## config.mk

```make
export PLATFORM = sky130hd
export DESIGN_NAME = mpu_top
export DESIGN_NICKNAME = d
export VERILOG_FILES = /design/src/verilog/mpu_pkg.sv /design/src/verilog/mpu_region_if.sv /design/src/verilog/mpu_region_match.sv /design/src/verilog/mpu_perm_check.sv /design/src/verilog/mpu_top.sv
export VERILOG_INCLUDE_DIRS = /design/src /design/src/verilog
export SDC_FILE = /design/constraint.sdc
export NUM_CORES = 2
export LEC_CHECK = 0
export ABC_AREA = 1
export ABC_CLOCK_PERIOD_IN_PS = 4100
export BUFFER_PORTS_ARGS = -buffer_cell sky130_fd_sc_hd__buf_4
export CAP_MARGIN = 20
export CORE_AREA = 2 2 314 316
export DETAILED_ROUTE_END_ITERATION = 8
export DIE_AREA = 0 0 316 318
export HOLD_SLACK_MARGIN = 0.08
export SLEW_MARGIN = 20
export SYNTH_ARGS = -nofsm -noshare
export SYNTH_HDL_FRONTEND = slang
export SYNTH_SLANG_ARGS = --single-unit
```

## constraint.sdc

```tcl
create_clock -name clk -period 4.1 [get_ports clk]
set_input_delay 0.205 -clock clk [delete_from_list [all_inputs] [get_ports clk]]
set_output_delay 0.205 -clock clk [all_outputs]
set_load 0.03 [all_outputs]
```

## src/verilog/mpu_cfg.svh

```systemverilog
`ifndef MPU_CFG_SVH
`define MPU_CFG_SVH

// Region count and register window
`define MPU_NUM_REGIONS 8
`define MPU_BG_REGION 4'h8
`define MPU_SEL_ADDR 32'hE000ED98
`define MPU_BASE_OFS 32'h00000004
`define MPU_ATTR_OFS 32'h00000008
`define MPU_MAP_BYTES 32'h00000024

// Base-address register fields
`define MPU_BASE_ADDR_LSB 5
`define MPU_BASE_VALID_BIT 4
`define MPU_BASE_RGN_LSB 0

// Attribute-and-size register fields
`define MPU_ATTR_XN_BIT 28
`define MPU_ATTR_AP_LSB 24
`define MPU_ATTR_TEX_LSB 19
`define MPU_ATTR_C_BIT 17
`define MPU_ATTR_B_BIT 16
`define MPU_ATTR_SRD_LSB 8
`define MPU_ATTR_SIZE_LSB 1
`define MPU_ATTR_EN_BIT 0
`define MPU_ATTR_MASK 32'h17FFFF3F

// Reset values
`define MPU_ATTR_RST 32'h00000000
`define MPU_BASE_RST 27'h0000000
`define MPU_SEL_RST 3'h0

// Size field limits
`define MPU_SIZE_MIN 5'h04
`define MPU_SIZE_SUBRGN 5'h07

// Permission encodings
`define MPU_AP_NONE 3'h0
`define MPU_AP_PRIV_RW 3'h1
`define MPU_AP_USER_RO 3'h2
`define MPU_AP_FULL 3'h3
`define MPU_AP_RSVD 3'h4
`define MPU_AP_PRIV_RO 3'h5
`define MPU_AP_RO 3'h6
`define MPU_AP_RO_ALT 3'h7

`endif

```

## src/verilog/mpu_pkg.sv

```systemverilog
package mpu_pkg;

  typedef enum logic [1:0] {
    MPU_MEM_STRONG,
    MPU_MEM_DEVICE,
    MPU_MEM_NORMAL
  } mpu_mem_t;

  typedef enum logic [1:0] {
    MPU_SZ_BYTE,
    MPU_SZ_HALF,
    MPU_SZ_WORD,
    MPU_SZ_RSVD
  } mpu_xfer_size_t;

  typedef enum logic [1:0] {
    MPU_REG_NONE,
    MPU_REG_SELECT,
    MPU_REG_BASE,
    MPU_REG_ATTR
  } mpu_reg_t;

endpackage

```

## src/verilog/mpu_region_if.sv

```systemverilog
`timescale 1ns/1ps
interface mpu_region_if;
  logic [26:0] base;
  logic [4:0] size;
  logic [7:0] subregion_disable_mask;
  logic en;
  logic [31:0] addr;
  logic hit;

  modport cfg (output base, output size, output subregion_disable_mask, output en, output addr, input hit);
  modport match (input base, input size, input subregion_disable_mask, input en, input addr, output hit);
endinterface

```

## src/verilog/mpu_region_match.sv

```systemverilog
`timescale 1ns/1ps
`include "mpu_cfg.svh"
module mpu_region_match (
  mpu_region_if.match rgn
);
  logic [5:0] span;
  logic [5:0] sub_shift;
  logic [31:0] low_mask;
  logic [31:0] base_full;
  logic [31:0] sub_word;
  logic in_range;
  logic sub_off;

  // Region spans two to the power size+1 bytes
  assign span = {1'h0, rgn.size} + 6'h01;
  assign low_mask = (span >= 6'h20) ? 32'hFFFFFFFF : ((32'h00000001 << span) - 32'h00000001);
  assign base_full = {rgn.base, 5'h00};
  assign in_range = ((rgn.addr ^ base_full) & ~low_mask) == 32'h00000000;

  // Eighth of the region: bit 0 is the lowest subregion
  assign sub_shift = span - 6'h03;
  assign sub_word = rgn.addr >> sub_shift;
  assign sub_off = (rgn.size >= `MPU_SIZE_SUBRGN) && rgn.subregion_disable_mask[sub_word[2:0]];

  // A disabled subregion simply misses, letting others or the background decide
  assign rgn.hit = rgn.en && (rgn.size >= `MPU_SIZE_MIN) && in_range && !sub_off;
endmodule

```

## src/verilog/mpu_perm_check.sv

```systemverilog
`timescale 1ns/1ps
`include "mpu_cfg.svh"
module mpu_perm_check (
  input wire logic [2:0] ap,
  input wire logic priv,
  input wire logic write,
  output logic allow
);
  always_comb begin
    case (ap)
      `MPU_AP_NONE: allow = 1'b0;
      `MPU_AP_PRIV_RW: allow = priv;
      `MPU_AP_USER_RO: allow = priv || !write;
      `MPU_AP_FULL: allow = 1'b1;
      `MPU_AP_PRIV_RO: allow = priv && !write;
      `MPU_AP_RO: allow = !write;
      `MPU_AP_RO_ALT: allow = !write;
      // Reserved encoding is treated as no access
      default: allow = 1'b0;
    endcase
  end
endmodule

```

## src/verilog/mpu_top.sv

```systemverilog
// What this block does
// - Eight regions zero to seven, plus background
// - Highest numbered matching region wins
// - Background allowed for privileged accesses only
// - Fetches and data share one region table
// - Prohibited access raises memory-management fault
// - Strongly ordered regions keep strict program order
// - Attribute register takes byte, half, word writes
// - Select, base, attribute at fixed word offsets
// - Separate writes or consecutive burst both accepted
// - Valid base write also loads region select
// - Alias copies of base and attribute decoded
// - Large regions split into eight disable-able subregions
// - Subregion disable bit zero is lowest subregion
// - Disabled subregion falls to other region or background
// - Register updates apply strictly in issue order
// - Exception entry and return act as barriers
// - Permission field: zero denies, three full access
`timescale 1ns/1ps
`include "mpu_cfg.svh"
module mpu_top (
  input wire logic clk,
  input wire logic srst,
  input wire logic ppb_sel,
  input wire logic ppb_write,
  input wire logic [31:0] ppb_addr,
  input wire mpu_pkg::mpu_xfer_size_t ppb_size,
  input wire logic [31:0] ppb_wdata,
  output logic ppb_rvalid,
  output logic [31:0] ppb_rdata,
  output logic ppb_err,
  input wire logic exc_barrier,
  input wire logic acc_valid,
  input wire logic [31:0] acc_addr,
  input wire logic acc_write,
  input wire logic acc_priv,
  input wire logic acc_fetch,
  output logic acc_ready,
  output logic res_valid,
  output logic res_fault,
  output logic [3:0] res_region,
  output mpu_pkg::mpu_mem_t res_mem_type,
  output logic res_strong_order
);
  localparam int NR = `MPU_NUM_REGIONS;

  // Register file state
  logic [2:0] select_r;
  logic [2:0] select_nxt;
  logic [26:0] base_r [NR];
  logic [26:0] base_nxt [NR];
  logic [31:0] attr_r [NR];
  logic [31:0] attr_nxt [NR];
  logic rvalid_r;
  logic rvalid_nxt;
  logic [31:0] rdata_r;
  logic [31:0] rdata_nxt;
  logic err_r;
  logic err_nxt;

  // Bus decode
  logic [31:0] ofs;
  logic [3:0] word_idx;
  logic in_map;
  logic aligned;
  logic legal;
  logic [3:0] lane_en;
  logic [31:0] lane_mask;
  logic [2:0] wr_rgn;
  mpu_pkg::mpu_reg_t reg_kind;

  assign ofs = ppb_addr - `MPU_SEL_ADDR;
  assign word_idx = ofs[5:2];
  assign in_map = ofs < `MPU_MAP_BYTES;

  // Word 0 is select; odd words are base and its aliases, even words attribute and aliases
  always_comb begin
    if (!in_map) begin
      reg_kind = mpu_pkg::MPU_REG_NONE;
    end else if (word_idx == 4'h0) begin
      reg_kind = mpu_pkg::MPU_REG_SELECT;
    end else if (word_idx[0] == 1'((`MPU_BASE_OFS >> 2) & 32'h00000001)) begin
      reg_kind = mpu_pkg::MPU_REG_BASE;
    end else begin
      reg_kind = mpu_pkg::MPU_REG_ATTR;
    end
  end

  always_comb begin
    case (ppb_size)
      mpu_pkg::MPU_SZ_BYTE: begin
        aligned = 1'b1;
        lane_en = 4'h1 << ppb_addr[1:0];
      end
      mpu_pkg::MPU_SZ_HALF: begin
        aligned = !ppb_addr[0];
        lane_en = ppb_addr[1] ? 4'hC : 4'h3;
      end
      mpu_pkg::MPU_SZ_WORD: begin
        aligned = ppb_addr[1:0] == 2'h0;
        lane_en = 4'hF;
      end
      default: begin
        aligned = 1'b0;
        lane_en = 4'h0;
      end
    endcase
  end

  // Narrow select or base access, or unaligned access, is answered with an error and changes nothing
  assign legal = (reg_kind != mpu_pkg::MPU_REG_NONE) && aligned &&
                 ((reg_kind == mpu_pkg::MPU_REG_ATTR) || (ppb_size == mpu_pkg::MPU_SZ_WORD));
  assign lane_mask = {{8{lane_en[3]}}, {8{lane_en[2]}}, {8{lane_en[1]}}, {8{lane_en[0]}}};
  assign wr_rgn = ppb_wdata[`MPU_BASE_VALID_BIT] ? ppb_wdata[`MPU_BASE_RGN_LSB +: 3] : select_r;

  // One write per cycle lands immediately, so back-to-back stores keep issue order
  always_comb begin
    select_nxt = select_r;
    base_nxt = base_r;
    attr_nxt = attr_r;
    if (ppb_sel && ppb_write && legal) begin
      case (reg_kind)
        mpu_pkg::MPU_REG_SELECT: select_nxt = ppb_wdata[2:0];
        mpu_pkg::MPU_REG_BASE: begin
          select_nxt = wr_rgn;
          base_nxt[wr_rgn] = ppb_wdata[31:`MPU_BASE_ADDR_LSB];
        end
        mpu_pkg::MPU_REG_ATTR: begin
          attr_nxt[select_r] = ((attr_r[select_r] & ~lane_mask) | (ppb_wdata & lane_mask)) &
                               `MPU_ATTR_MASK;
        end
        default: select_nxt = select_r;
      endcase
    end
  end

  always_comb begin
    rvalid_nxt = ppb_sel;
    err_nxt = ppb_sel && !legal;
    rdata_nxt = rdata_r;
    if (ppb_sel && !ppb_write && legal) begin
      case (reg_kind)
        mpu_pkg::MPU_REG_SELECT: rdata_nxt = {29'h0, select_r};
        // Valid flag always reads back as zero
        mpu_pkg::MPU_REG_BASE: rdata_nxt = {base_r[select_r], 2'h0, select_r};
        mpu_pkg::MPU_REG_ATTR: rdata_nxt = attr_r[select_r];
        default: rdata_nxt = 32'h00000000;
      endcase
    end else if (ppb_sel) begin
      rdata_nxt = 32'h00000000;
    end
  end

  always_ff @(posedge clk) begin
    if (srst) begin
      select_r <= `MPU_SEL_RST;
      for (int i = 0; i < NR; i++) begin
        base_r[i] <= `MPU_BASE_RST;
        attr_r[i] <= `MPU_ATTR_RST;
      end
      rvalid_r <= 1'b0;
      rdata_r <= 32'h00000000;
      err_r <= 1'b0;
    end else begin
      select_r <= select_nxt;
      base_r <= base_nxt;
      attr_r <= attr_nxt;
      rvalid_r <= rvalid_nxt;
      rdata_r <= rdata_nxt;
      err_r <= err_nxt;
    end
  end

  assign ppb_rvalid = rvalid_r;
  assign ppb_rdata = rdata_r;
  assign ppb_err = err_r;

  // Region matchers, one per region
  logic [NR-1:0] hit;
  mpu_region_if rif [NR] ();

  for (genvar g = 0; g < NR; g++) begin : g_rgn
    assign rif[g].base = base_r[g];
    assign rif[g].size = attr_r[g][`MPU_ATTR_SIZE_LSB +: 5];
    assign rif[g].subregion_disable_mask = attr_r[g][`MPU_ATTR_SRD_LSB +: 8];
    assign rif[g].en = attr_r[g][`MPU_ATTR_EN_BIT];
    assign rif[g].addr = acc_addr;
    mpu_region_match u_match (
      .rgn(rif[g])
    );
    assign hit[g] = rif[g].hit;
  end

  // Winner selection
  logic any_hit;
  logic [2:0] win;
  logic [31:0] win_attr;

  always_comb begin
    any_hit = 1'b0;
    win = 3'h0;
    for (int i = 0; i < NR; i++) begin
      if (hit[i]) begin
        any_hit = 1'b1;
        win = i[2:0];
      end
    end
  end

  assign win_attr = attr_r[win];

  logic perm_ok;
  mpu_perm_check u_perm (
    .ap(win_attr[`MPU_ATTR_AP_LSB +: 3]),
    .priv(acc_priv),
    .write(acc_write),
    .allow(perm_ok)
  );

  // Memory type of the winning region or of the default map
  logic [2:0] tex;
  logic attr_c;
  logic attr_b;
  logic bg_xn;
  logic allowed;
  mpu_pkg::mpu_mem_t mem_type;

  assign tex = win_attr[`MPU_ATTR_TEX_LSB +: 3];
  assign attr_c = win_attr[`MPU_ATTR_C_BIT];
  assign attr_b = win_attr[`MPU_ATTR_B_BIT];

  always_comb begin
    bg_xn = 1'b0;
    if (any_hit) begin
      if (tex == 3'h0 && !attr_c && !attr_b) begin
        mem_type = mpu_pkg::MPU_MEM_STRONG;
      end else if ((tex == 3'h0 && !attr_c && attr_b) || (tex == 3'h2 && !attr_c && !attr_b)) begin
        mem_type = mpu_pkg::MPU_MEM_DEVICE;
      end else begin
        mem_type = mpu_pkg::MPU_MEM_NORMAL;
      end
      allowed = perm_ok && !(acc_fetch && win_attr[`MPU_ATTR_XN_BIT]);
    end else begin
      // Default map by top address bits; device and system space never execute
      case (acc_addr[31:29])
        3'h2, 3'h5, 3'h6: mem_type = mpu_pkg::MPU_MEM_DEVICE;
        3'h7: mem_type = mpu_pkg::MPU_MEM_STRONG;
        default: mem_type = mpu_pkg::MPU_MEM_NORMAL;
      endcase
      bg_xn = mem_type != mpu_pkg::MPU_MEM_NORMAL;
      allowed = acc_priv && !(acc_fetch && bg_xn);
    end
  end

  // Stalling while exc_barrier is high at an exception boundary lets any register write settle first
  assign acc_ready = !exc_barrier;

  // Result stage
  logic res_valid_r;
  logic res_valid_nxt;
  logic res_fault_r;
  logic res_fault_nxt;
  logic [3:0] res_region_r;
  logic [3:0] res_region_nxt;
  mpu_pkg::mpu_mem_t res_mem_r;
  mpu_pkg::mpu_mem_t res_mem_nxt;

  always_comb begin
    res_valid_nxt = acc_valid && acc_ready;
    res_fault_nxt = 1'b0;
    res_region_nxt = res_region_r;
    res_mem_nxt = res_mem_r;
    if (acc_valid && acc_ready) begin
      res_fault_nxt = !allowed;
      res_region_nxt = any_hit ? {1'h0, win} : `MPU_BG_REGION;
      res_mem_nxt = mem_type;
    end
  end

  always_ff @(posedge clk) begin
    if (srst) begin
      res_valid_r <= 1'b0;
      res_fault_r <= 1'b0;
      res_region_r <= `MPU_BG_REGION;
      res_mem_r <= mpu_pkg::MPU_MEM_NORMAL;
    end else begin
      res_valid_r <= res_valid_nxt;
      res_fault_r <= res_fault_nxt;
      res_region_r <= res_region_nxt;
      res_mem_r <= res_mem_nxt;
    end
  end

  assign res_valid = res_valid_r;
  assign res_fault = res_fault_r;
  assign res_region = res_region_r;
  assign res_mem_type = res_mem_r;
  // Core must not reorder or merge while this flag is set
  assign res_strong_order = res_mem_r == mpu_pkg::MPU_MEM_STRONG;
endmodule

```

==> out/results.ini <==
[status]
status = finished with violations
violations = DRC, setup timing

[grt]
overflow = 0
grtUsageMet1_pct = 60.0
top_usage_layer = met2
track_usage_pct = 46.1
grt_pass1_wl_um = 343000
met3_usage_pct = 12.3
grt_start_max_net_pins = 166
met2_usage_pct = 66.2
first_global_vias = 51900
antenna_found_initial = 14

[clock_network]
path_clk_slew_ps = 60
cts_max_level = 2
clock_latency_ps = 660
clockRootBuffer = clkbuf_16
cts_sinks = 469
cts_tree = done
cts_buffers = 54
clk_path_buf_depth = 3

[power]
peakVddDrop_v = 0.000372
p_leak_nw = 27.9
power_density_mw_per_mm2 = 194

[logic_synthesis]
synth_seq_cells = 469
synth_area_leaders = dfxtp_1 23%, nand2_1 14%, o21ai_0 10%, nor2_1 9.3%, nand3_1 6.8%
syn_nets = 7316
async_reset_ff_share_pct = 0
yosysTopAreaCellShare_pct = 22.7
syn_avg_cell_area_um2 = 5.80
synth_cell_type_count = 66
synth_top_cell_by_area = dfxtp_1
yosys_warnings = 0
synthFlopType = dfxtp_1
syn-instance-count = 7141
synth_area_mm2 = 0.0414
yosysSeqAreaShare_pct = 22.7
synth_edf_count = 0

[detailed_routing]
wl_per_cell_um = 25.1
drt-vias-per-instance = 5.93
route.vias.total = 57800
antenna_left = 0
drc_errors = 3
drt_pass1_iterations = 9
wirelength_um = 245000
drt_iter0_drc = 8490

[sta]
tns_ps = -789
hold_viol_final = 0
period_minus_slack_ps = 4390
setup_slack_ps = -288
finalCritPeriodShare_pct = 107
skew_ps = 47.4
finalSetupViolCount = 5
slew_viol_final = 0
rsz0062_at_grt = yes
fmax_mhz = 228
worst_slew_pin_slew_ps = 1160
relSlewSlack_pct = 22.0

[critical_path]
slowest_delay_ps = 360
cp_slowest_cell = dfxtp_4
critPathLaunchType = register
cp.required_ps = 4640
crit_path_end_kind = register
arrival_ps = 4930
cp_max_fo = 7
critPathKind = register to register
cpMostUsedCell = nand2_1
reg2reg_depth = 32

[floorplanning]
io_pins = 151
die_area_mm2 = 0.100
die_y_um = 318
core_region_area_mm2 = 0.0974
start_util_pct = 42.5
rows = 115
die_w_um = 316

[min_path]
hold_depth = 5
hold_path_class = input port to register

[place]
gp_congestion = 1.07
dp_hpwl_um = 185000
io_buffers = 150

[layout]
fill_cells = 9462
final_nets = 8594
syn_to_final_growth_pct = 44.3
drive_above_1_share_pct = 29.0
fin_util_pct = 61.4

[job]
maxCapViolations = 0

per-stage QoR:
stage | cell area [µm²] | hold WS [ps] | std cells | total power (W) | setup slack [ps]
floorplan | 41500 | 425 | 7141 | 0.00525 | -22.0
global placement | 53400 | 442 | 9516 | 0.00604 | -691
global route | 59800 | 149 | 9751 | 0.0118 | -522
CTS | 57500 | 82.7 | 9687 | 0.0114 | -99.8
finish | 59800 | 102 | 9758 | 0.0116 | -288
detailed placement | 53400 | 450 | 9516 | 0.00603 | -819
state kept, by name, summed over array words and instances, names as in the netlist:
register,count
attr_r,208
ppb_err,1
ppb_rdata,32
ppb_rvalid,1
res_fault,1
res_mem_type,2
res_region,4
res_valid,1
rif.base,216
select_r,3
kinds of logic after synthesis:
logic type | after synthesis | share of synthesized area (%)
xor gates and xnor gates | 271 | 5.84
muxes | 1 | 0.0242
DFF | 469 | 22.7
AOI/OAI and AO/OA | 1818 | 24.1
and+or+nand+nor | 3495 | 35.7
buffers and inverters | 1019 | 9.57
adders and majority gates | 68 | 2.05
worst paths after layout:
path,slack [ps],end,from
max,-290,res_fault,attr_r[98]
min,100,res_region[3],exc_barrier
max reg2reg,-290,res_fault,attr_r[98]
min reg2reg,460,attr_r[182],attr_r[182]
power by group:
part	internal, W	switching, W	total (W)
Clock	0.00328	0.00227	0.00555
Sequential	0.00455	0.00000282	0.00456
Combinational	0.000444	0.00107	0.00151
timing repair:
| action | 4_1_cts | 5_1_grt |
|---|---|---|
| pin swaps | 92 | 157 |
| hold buffers | 9 | 0 |
| setup buffers | 58 | 37 |
| endpoints found under the setup margin | 330 | 465 |
| hold endpoints to repair | 32 | 0 |
| resized for setup | 430 | 471 |
| cloned | 4 | 27 |
per-layer routing:
metal	up-vias	part of all wire, %
met1	26600	38
met5	-	0.069
met2	3808	40
met3	972	13
met4	12	8.5
li1	26500	-
synth_stat cells (all sizes together) (6+ instances only):
master	n
a211oi	15
a21oi	559
a221oi	33
a31oi	13
a32o	6
buf	75
clkbuf	308
clkinv	24
dfxtp	469
ha	68
inv	612
nand2	1596
nand3	573
nand3b	22
nand4	102
nor2	1067
nor3	75
nor4	22
o2111ai	12
o211ai	62
o21ai	884
o21bai	22
o221ai	14
o22ai	144
o311ai	8
o31ai	13
or2	32
xnor2	61
xor2	210
area by class of cell:
type / instances / area [µm²] / area share (%)
clock inverters: 28 / 445 / 0.745
repair buffers: 1605 / 13500 / 22.6
clock buffers: 73 / 1570 / 2.63
diodes: 7 / 17.5 / 0.0293
flip-flops and latches: 469 / 9430 / 15.8
inverters: 636 / 2430 / 4.07
well taps: 1287 / 1610 / 2.69
multi-input cells: 5653 / 30800 / 51.5
critical path: cells and delay by family (launching register included):
kind | cells | cell delay [ps]
AND/OR/NAND/NOR | 20 | 2320
buffers and inverters | 6 | 890
AO/OA/AOI/OAI | 5 | 530
flip-flops | 1 | 360
adder cells (fa/ha/maj) | 1 | 160
cells in the final DEF, fill, tap and decap left out, types with 18 or more instances in the layout:
cell       instances
a21oi_1          512
a21oi_2           43
a221oi_1          32
buf_12            70
buf_4           1450
buf_6             45
clkbuf_16         70
clkinv_1          23
dfxtp_1          453
ha_1              35
ha_4              20
inv_1            533
inv_2             66
nand2_1         1411
nand2_2          149
nand2_4           34
nand3_1          523
nand3_2           44
nand3b_1          22
nand4_1          100
nor2_1           850
nor2_2           118
nor2_4            98
nor3_1            53
nor4_1            18
o211ai_1          62
o21ai_0          744
o21ai_1           86
o21ai_2           53
o21bai_1          22
o22ai_1          144
or2_2             28
xnor2_1           58
xor2_1           199
Note: power is estimated with default switching activity, not from simulation.
